--- src/verilog/ocddc_pkg.sv ---
/*
  Constants, register map and carrier types for the on-chip debug control block.
  Assumes a 50 MHz APB clock and a processor core that reports decoded opcodes
  and its program counter on the same clock.
*/
//==========================================================================
package ocddc_pkg;

  //==========================================================================
  // Register byte offsets
  localparam logic [7:0] ADDR_CTRL    = 8'h00;
  localparam logic [7:0] ADDR_COUNTER = 8'h04;
  localparam logic [7:0] ADDR_STATUS  = 8'h08;

  //==========================================================================
  // Control register fields
  localparam int         BIT_HALT     = 7;
  localparam int         BIT_BRK_EN   = 6;
  localparam int         BIT_ACK_EN   = 5;
  localparam int         BIT_LOOP_SEL = 4;
  localparam int         BIT_PC_MATCH = 3;
  localparam int         BIT_ZERO_CNT = 2;
  localparam int         BIT_RST      = 0;
  localparam logic [7:0] CTRL_RESET   = 8'h00;

  // Status register fields
  localparam int         STS_HALT     = 0;
  localparam int         STS_LOOP     = 1;
  localparam int         STS_ACK      = 2;
  localparam int         STS_RST      = 3;

  //==========================================================================
  // Opcodes, characters and widths
  localparam logic [7:0] BRK_OPCODE   = 8'h00;
  localparam logic [7:0] ACK_CHAR     = 8'hFF;
  localparam int         PC_W         = 16;
  localparam int         RESET_NS     = 320;
  localparam int         CLK_MHZ      = 50;
  localparam int         RESET_CYC    = (RESET_NS * CLK_MHZ + 999) / 1000;

  //==========================================================================
  // Core-side decode report
  typedef struct packed {
    logic            op_valid;
    logic [7:0]      opcode;
    logic            pc_valid;
    logic [PC_W-1:0] pc;
  } ocddc_core_s;

  // Reset sequencer states
  typedef enum logic [1:0] {
    ST_IDLE  = 2'b01,
    ST_RESET = 2'b10
  } ocddc_state_e;

endpackage

--- src/verilog/ocddc_top.sv ---
/*
  On-chip debug control: halt, resume, breakpoint handling, debug acknowledge
  and software-driven device reset, reached over APB.
  Assumes the core reports each decoded opcode and its PC as a one-cycle
  pulse on pclk, and the serial link takes the acknowledge byte by handshake.
  Limitation: the zero-count break bit is stored and read back only; it has
  no effect. Breakpoints are ignored while the core is halted or the device
  is in reset, so a halted core cannot re-trigger its own acknowledge.
*/
module ocddc_top #(
  parameter int RESET_CYCLES = ocddc_pkg::RESET_CYC
) (
  // Clock and reset
  input  wire logic                    pclk,
  input  wire logic                    presetn,
  // APB slave
  input  wire logic                    psel,
  input  wire logic                    penable,
  input  wire logic                    pwrite,
  input  wire logic [7:0]              paddr,
  input  wire logic [31:0]             pwdata,
  output logic      [31:0]             prdata,
  output logic                         pready,
  output logic                         pslverr,
  // Core side
  input  wire ocddc_pkg::ocddc_core_s  core_in,
  input  wire logic                    read_protect,
  output logic                         core_halt,
  output logic                         core_loop,
  output logic                         device_reset,
  // Acknowledge character towards the serial link
  output logic                         ack_valid,
  output logic      [7:0]              ack_byte,
  input  wire logic                    ack_ready
);

  //==========================================================================
  // Elaboration check: the reset counter is 16 bits wide, and the pulse
  // check below expects the reset to span two cycles at least
  if (RESET_CYCLES < 2 || RESET_CYCLES > 65535) begin : bad_reset_len_g
    $error("RESET_CYCLES out of range");
  end

  //==========================================================================
  // State
  logic [7:0]                  ctrl_r,    ctrl_nxt;
  logic [ocddc_pkg::PC_W-1:0]  cnt_r,     cnt_nxt;
  logic                        loop_r,    loop_nxt;
  logic                        ackv_r,    ackv_nxt;
  logic [7:0]                  ackb_r,    ackb_nxt;
  logic [31:0]                 rdata_r,   rdata_nxt;
  logic                        ready_r,   ready_nxt;
  logic                        err_r,     err_nxt;
  logic [15:0]                 rcnt_r,    rcnt_nxt;
  ocddc_pkg::ocddc_state_e     state_r,   state_nxt;

  logic setup, wr_ctl, wr_cnt, rst_busy, brk_evt, pc_hit, brk_seen;

  // Address decode shared by error flag and assertions; the read mux decodes paddr itself
  function automatic logic mapped(input logic [7:0] a);
    mapped = (a == ocddc_pkg::ADDR_CTRL) || (a == ocddc_pkg::ADDR_COUNTER) ||
             (a == ocddc_pkg::ADDR_STATUS);
  endfunction

  //==========================================================================
  // Event decode
  always_comb begin
    setup    = psel & ~penable;
    wr_ctl   = psel & penable & ready_r & pwrite & (paddr == ocddc_pkg::ADDR_CTRL);
    wr_cnt   = psel & penable & ready_r & pwrite & (paddr == ocddc_pkg::ADDR_COUNTER);
    rst_busy = (state_r == ocddc_pkg::ST_RESET);
    // Disabled breakpoints leave the opcode to the core as a no-op
    brk_seen = core_in.op_valid & (core_in.opcode == ocddc_pkg::BRK_OPCODE) &
               ~ctrl_r[ocddc_pkg::BIT_HALT] & ~rst_busy;
    brk_evt  = brk_seen & ctrl_r[ocddc_pkg::BIT_BRK_EN];
    // Hardware breakpoint is ignored while halted or in reset
    pc_hit   = core_in.pc_valid & ctrl_r[ocddc_pkg::BIT_PC_MATCH] & (core_in.pc == cnt_r) &
               ~ctrl_r[ocddc_pkg::BIT_HALT] & ~rst_busy;
  end

  //==========================================================================
  // Control register, loop hold and reset sequencer next values
  always_comb begin
    ctrl_nxt  = ctrl_r;
    loop_nxt  = loop_r;
    state_nxt = state_r;
    rcnt_nxt  = rcnt_r;
    cnt_nxt   = wr_cnt ? pwdata[ocddc_pkg::PC_W-1:0] : cnt_r;
    if (wr_ctl) begin
      ctrl_nxt[ocddc_pkg::BIT_BRK_EN:ocddc_pkg::BIT_ZERO_CNT] =
        pwdata[ocddc_pkg::BIT_BRK_EN:ocddc_pkg::BIT_ZERO_CNT];
      ctrl_nxt[ocddc_pkg::BIT_RST]   = 1'b0;
      if (pwdata[ocddc_pkg::BIT_RST]) begin
        // A device reset is the one path allowed to drop halt under protection
        ctrl_nxt[ocddc_pkg::BIT_HALT] = pwdata[ocddc_pkg::BIT_HALT];
        state_nxt = ocddc_pkg::ST_RESET;
        rcnt_nxt  = 16'(RESET_CYCLES - 1);
        loop_nxt  = 1'b0;
      end else if (pwdata[ocddc_pkg::BIT_HALT]) begin
        ctrl_nxt[ocddc_pkg::BIT_HALT] = 1'b1;
      end else if (!read_protect) begin
        ctrl_nxt[ocddc_pkg::BIT_HALT] = 1'b0;
      end
    end
    // Loop hold ends when halted or when looping is deselected
    if (ctrl_nxt[ocddc_pkg::BIT_HALT] || !ctrl_nxt[ocddc_pkg::BIT_LOOP_SEL]) begin
      loop_nxt = 1'b0;
    end
    // Hardware set wins over a same-cycle software clear
    if ((brk_evt && !ctrl_r[ocddc_pkg::BIT_LOOP_SEL]) || pc_hit) begin
      ctrl_nxt[ocddc_pkg::BIT_HALT] = 1'b1;
      loop_nxt = 1'b0;
    end else if (brk_evt && !ctrl_nxt[ocddc_pkg::BIT_HALT] &&
                 ctrl_nxt[ocddc_pkg::BIT_LOOP_SEL]) begin
      loop_nxt = 1'b1;
    end
    // Reset sequencer: counts the pulse down, then drops back to idle
    case (state_r)
      ocddc_pkg::ST_IDLE: begin
      end
      ocddc_pkg::ST_RESET: begin
        if (rcnt_r == 16'h0000) begin
          state_nxt = ocddc_pkg::ST_IDLE;
        end else begin
          rcnt_nxt = rcnt_r - 16'h0001;
        end
      end
      default: begin
        state_nxt = ocddc_pkg::ST_IDLE;
      end
    endcase
  end

  //==========================================================================
  // Acknowledge character: pending until the link takes it
  always_comb begin
    ackv_nxt = ackv_r;
    ackb_nxt = ackb_r;
    if (ackv_r && ack_ready) begin
      ackv_nxt = 1'b0;
    end
    // Set wins over a same-cycle take, so a new breakpoint is never lost
    if (brk_evt && ctrl_r[ocddc_pkg::BIT_ACK_EN]) begin
      ackv_nxt = 1'b1;
      ackb_nxt = ocddc_pkg::ACK_CHAR;
    end
  end

  //==========================================================================
  // APB answer: data prepared in setup, ready in the first access cycle
  always_comb begin
    ready_nxt = setup;
    err_nxt   = setup & ~mapped(paddr);
    rdata_nxt = 32'h0000_0000;
    if (setup && !pwrite) begin
      case (paddr)
        ocddc_pkg::ADDR_CTRL:    rdata_nxt = {24'h00_0000, ctrl_r[7:2], 1'b0, rst_busy};
        ocddc_pkg::ADDR_COUNTER: rdata_nxt = 32'(cnt_r);
        ocddc_pkg::ADDR_STATUS:  rdata_nxt = {28'h000_0000, rst_busy, ackv_r, loop_r,
                                              ctrl_r[ocddc_pkg::BIT_HALT]};
        default:                 rdata_nxt = 32'h0000_0000;
      endcase
    end
  end

  //==========================================================================
  // Registers
  always_ff @(posedge pclk or negedge presetn) begin
    if (!presetn) begin
      ctrl_r  <= ocddc_pkg::CTRL_RESET;
      cnt_r   <= '0;
      loop_r  <= 1'b0;
      ackv_r  <= 1'b0;
      ackb_r  <= 8'h00;
      rdata_r <= 32'h0000_0000;
      ready_r <= 1'b0;
      err_r   <= 1'b0;
      rcnt_r  <= 16'h0000;
      state_r <= ocddc_pkg::ST_IDLE;
    end else begin
      ctrl_r  <= ctrl_nxt;
      cnt_r   <= cnt_nxt;
      loop_r  <= loop_nxt;
      ackv_r  <= ackv_nxt;
      ackb_r  <= ackb_nxt;
      rdata_r <= rdata_nxt;
      ready_r <= ready_nxt;
      err_r   <= err_nxt;
      rcnt_r  <= rcnt_nxt;
      state_r <= state_nxt;
    end
  end

  // Outputs straight from flops; device_reset is decoded from state_r
  always_comb begin
    prdata       = rdata_r;
    pready       = ready_r;
    pslverr      = err_r;
    core_halt    = ctrl_r[ocddc_pkg::BIT_HALT];
    core_loop    = loop_r;
    device_reset = rst_busy;
    ack_valid    = ackv_r;
    ack_byte     = ackb_r;
  end

  // Core side idle: no decode report this cycle
  logic quiet;
  assign quiet = ~core_in.op_valid & ~core_in.pc_valid;

  // Reset pulse length, counted so that a long default needs no long repetition
  logic [16:0] rst_len_r, rst_len_nxt;
  always_comb begin
    rst_len_nxt = rst_len_r;
    if (wr_ctl && pwdata[ocddc_pkg::BIT_RST]) begin
      rst_len_nxt = 17'h0_0000;
    end else if (rst_busy) begin
      rst_len_nxt = rst_len_r + 17'h0_0001;
    end
  end
  // Helper register for the pulse length check
  always_ff @(posedge pclk or negedge presetn) begin
    if (!presetn) begin
      rst_len_r <= 17'h0_0000;
    end else begin
      rst_len_r <= rst_len_nxt;
    end
  end
endmodule

--- config.mk ---
export PLATFORM = sky130hd
export DESIGN_NAME = ocddc_top
export DESIGN_NICKNAME = d
export VERILOG_FILES = /design/src/verilog/ocddc_pkg.sv /design/src/verilog/ocddc_top.sv
export SDC_FILE = /design/constraint.sdc
export NUM_CORES = 1
export LEC_CHECK = 0
export ABC_AREA = 1
export BUFFER_PORTS_ARGS = -buffer_cell sky130_fd_sc_hd__buf_2
export CELL_PAD_IN_SITES_DETAIL_PLACEMENT = 2
export CELL_PAD_IN_SITES_GLOBAL_PLACEMENT = 2
export CORE_MARGIN = 4
export CORE_UTILIZATION = 30
export CTS_CLUSTER_DIAMETER = 150
export DETAILED_ROUTE_END_ITERATION = 8
export PLACE_DENSITY = 0.86
export SLEW_MARGIN = 20
export SYNTH_ARGS = -nofsm -noshare
export SYNTH_HDL_FRONTEND = slang
export SYNTH_SLANG_ARGS = --single-unit
--- constraint.sdc ---
create_clock -name pclk -period 4.2 [get_ports pclk]
set_clock_uncertainty 0.15 [all_clocks]
set_input_delay 0.84 -clock pclk [delete_from_list [all_inputs] [get_ports pclk]]
set_output_delay 0.84 -clock pclk [all_outputs]
set_load 0.05 [all_outputs]
Yosys cells after proc, flatten, opt, wreduce, memory -nomap -nowiden. Cells that the tools add are included.

Input bits: 73. ROM bits: 0. Memories: 0. RAM bits: 0. Logic and storage cells: 79. Output and inout port bits: 46. Bits in latches: 0. Register bits: 77.

Reduce and logical (&&, ||, !) cells: 21. $mul: 0. Bitwise operators: 19. Order comparisons: 0. Shifts and indexed selects: 0. Divide/modulo/power cells: 0. $add $sub $neg: 1. Equality and inequality tests: 5. Multiplexer cells: 22.

Operators with widths (count): 16-bit two-way mux (5); 16-bit case mux with 3 select lines (1); 16-bit == test (1); 16-bit zero test (1); 8-bit zero test (2); 16-bit by 1-bit subtractor with 16-bit output (second input constant) (1); 1-bit AND (15); 1-bit two-way mux (11); 8-bit by 3-bit == test with 1-bit output (second input constant) (1); 8-bit by 4-bit == test with 1-bit output (second input constant) (1); 4-bit nonzero test (2); 1-bit logical AND (6); 2-bit two-way mux (3); 6-bit two-way mux (1); 1-bit zero test (4); 1-bit logical OR (4); 1-bit NOT (4); 2-bit case mux with 2 select lines (1); 2-bit by 1-bit == test with 1-bit output (second input constant) (1); 2-bit == test (second input constant) (1); 2-bit AND reduction (1); 2-bit nonzero test (1).

Logic depth before layout (Yosys ltp).
Depth in word-level cells: 10. Mapped depth: 10. Mapped depth without buffers: 10.

Least setup slack after synthesis. No wires, ideal clock.

Kind: flip-flop to output port. Start point: register ack_byte[0] (netlist name). End point: output ack_byte[1]. Cell stages (with the launch flop): 2. Data required time: 3.210 ns. Path slack: 2.197 ns. Path buffers: 1. Data arrival time: 1.013 ns. Cell sequence: dfrtp_1 -> buf_4.

RTL lines: to (decl) (RTL line ocddc_top.sv:33) `output logic [7:0] ack_byte,`.

No word-level cell between the ends.

Worst setup path after layout.
Start point: register state_r[0]. End point: output device_reset.

Longest elaborated chain between the ends: 1.

RTL lines: from (decl) (RTL line ocddc_top.sv:55) `ocddc_pkg::ocddc_state_e state_r, state_nxt;`; from (signal assigned) (RTL line ocddc_top.sv:179) `state_r <= ocddc_pkg::ST_IDLE;`; from (signal assigned) (RTL line ocddc_top.sv:190) `state_r <= state_nxt;`; 2-bit == test (RTL line ocddc_top.sv:71) `rst_busy = (state_r == ocddc_pkg::ST_RESET);`; to (decl) (RTL line ocddc_top.sv:30) `output logic device_reset,`.

Every way passes these cells.

==> metrics.txt <==
status=finished, final reports clean; gr busiest metal=met2; Setup Crit Path Kind=reg2out; M1 GR Usage=0.196; Max Cap Viol=0; Syn. warnings=0; cell taking the most area after synthesis=dfrtp_1; post-route cell area=4190 µm²; die area=13300 µm²; die width=115 µm; Top Family by Delay on Critical Path=flip-flops; startpoint types=register; root buffer cell=clkbuf_16; antenna violations before repair=0; clk sinks=61; wire per inst=16.1 µm; Cell Area, Placed=3880 µm²; share of cells above drive strength 1=0.248; library cells used by synthesis=33; Filler cells=1292; # rows=38; fmax=405 MHz; Final Instance Count excl. Fillers=677; Rel. slew slack=0.383; Routed Antenna Nets=0; Hold Path Class=reg2reg; crit-path cells=inv_1 > ha_1 > buf_2; Leak=2.26 nW; met2 Usage GRT=0.326; CTS max path bufs=2; Synth top area share=0.435; slowest CP cell=dfstp_2; Area Overhead vs Synth=21.2%; Seq cells post-synth=61; DRC=0; Critical Path RT=3210 ps; worst-margin pin slew=926 ps; H-Tree Depth=3; DRT Pass-1 Iters=4; clk_lat worst skew=340 ps; Avg Inst Size Synth=7.66 µm²; initial core utilization=0.313; largest net degree at the start of global routing=40; Setup crit end kind=output port; GRT Util Overall=0.176; worst path bufs/invs=2; FF/Latch Area=1530 µm²; synthesized area=3450 µm²; Resize count post-CTS=0; clk slew on worst S/H paths=50 ps; CTS tree=yes; Synth Instances=451; vias in the first global route=3513; Hold-fix buffers, CTS=0; vias per inst=4.60; postcts setup bufs=0; # placed instances=662; Detailed Place HPWL=8210 µm; area of the multi-input gates=1470 µm²; worst stage delay on the critical path=540 ps; Std-Cell Core Area=11000 µm²; Num CTS Buffers=9; Slew Viols, Final=0; post-route minimum period=2470 ps; Setup-failing EPs final=0; IO Count=119; Setup TNS=0 ps; Max VDD drop=234 µV; Fin. Hold Viols=0; worst endpoint data arrival time=1480 ps; post-synthesis sequential area ratio=0.442; vias after detailed routing=3117; Buffers on Ports=86; top post-synthesis cells by area=dfrtp_1 43%, nand2_1 13%, inv_1 7.1%; Final Core Density=0.379; first-pass GRT wire length=17800 µm; WL final=10900 µm; antenna cell count=0; met3 Use GR=0.0563; gr ovfl total=0; routability congestion estimate=0.779; CP Max Fanout=6; Starting DRT DRC Count=85; RSZ-0062 raised after global routing=false; fin nets=610; power per cell area=360 nW/µm²; Die Y=115 µm; fin crit share=0.587
[area by class of cell]
type	count	share of cell area
sequential	61	0.365
multi-input combinational	304	0.352
timing repair buffer	87	0.105
inverter	70	0.0643
clock buffer	12	0.0613
tap	140	0.0419
clock inverter	3	0.0108
[metrics by stage]
stage | hold slack (ps) | setup WS, ps | power (W)
2_1_floorplan | 303 | 2200 | 0.000706
3_3_place_gp | 320 | 1650 | 0.000746
3_5_place_dp | 341 | 1610 | 0.000758
4_1_cts | 355 | 1710 | 0.00153
5_1_grt | 398 | 1690 | 0.00157
6_report | 352 | 1730 | 0.00151
[flip-flops by register name, indices dropped and copies added, names as in the netlist]
name,cells
cnt_r,16
ack_valid,1
core_loop,1
pslverr,1
rcnt_r,16
ack_byte,1
pready,1
state_r,2
prdata,16
ctrl_r,6
[Yosys cell counts]
library cell	instances
a21oi_1	6
a21oi_2	7
and3_1	1
buf_2	2
buf_4	24
buf_6	4
clkbuf_1	1
clkinv_2	1
conb_1	1
dfrtp_1	60
dfstp_2	1
ha_1	4
inv_1	65
inv_2	3
inv_6	1
nand2_1	123
nand2_2	5
nand2_4	2
nand3_1	23
nand3_2	2
nand3b_1	1
nor2_1	49
nor2_2	4
nor2_4	2
nor3_1	9
nor3b_1	1
o211ai_1	2
o21a_1	1
o21ai_0	19
o21ai_1	8
o21ai_2	4
xnor2_1	8
xor2_1	7
[metal layers]
| metal | up-vias | routed length, µm |
|---|---|---|
| met1 | 1554 | 4370 |
| li1 | 1499 | - |
| met2 | 56 | 5970 |
| met3 | 8 | 492 |
| met4 | 0 | 93 |
| met5 | - | 0 |
[kinds of logic after synthesis]
family / synth area share
AOI/OAI and AO/OA: 0.0822
xor gates and xnor gates: 0.0380
adders and majority gates: 0.0145
buffers and inverters: 0.147
DFF: 0.442
other: 0.00109
and+or+nand+nor: 0.275
[tightest hold or removal path: cells and delay by family (launching register included)]
kind	cells	cell delay (ps)
flip-flops	1	350
AND/OR/NAND/NOR	1	50
AO/OA/AOI/OAI	1	60
[placed cells by master (no fill, tap or decap), types with 3 or more instances in the layout]
cell type / count
a21oi_1: 6
clkbuf_16: 9
nor2_1: 49
conb_1: 16
a21oi_2: 7
nand3_1: 23
nand2_1: 123
o21ai_1: 8
inv_1: 65
dfrtp_1: 60
nor3_1: 9
ha_1: 4
inv_2: 3
o21ai_0: 19
xor2_1: 7
buf_2: 86
nand2_2: 5
nor2_2: 4
o21ai_2: 4
xnor2_1: 8
[power by group]
group / switching (W) / internal [W] / leakage [nW]
clock: 0.000274 / 0.000488 / 0.141
sequential: 0.00000665 / 0.000600 / 0.737
combinational: 0.0000967 / 0.0000423 / 1.38
[worst paths after layout]
kind                                         end                  start  cells past startpoint  slack, ps
max in group asynchronous   cnt_r[9]$_DFFE_PN0P_                presetn                      2       2540
min reg2reg                ctrl_r[2]$_DFFE_PN0N_  ctrl_r[2]$_DFFE_PN0N_                      2        350
max reg2reg                core_loop$_DFFE_PN0P_   state_r[0]$_DFF_PN1_                      9       2210
min                        ctrl_r[2]$_DFFE_PN0N_  ctrl_r[2]$_DFFE_PN0N_                      2        350
min in group asynchronous   rcnt_r[12]$_DFF_PN0_                presetn                      1        490
max                                 device_reset   state_r[0]$_DFF_PN1_                      3       1730
Note: power is estimated with default switching activity, not from simulation.
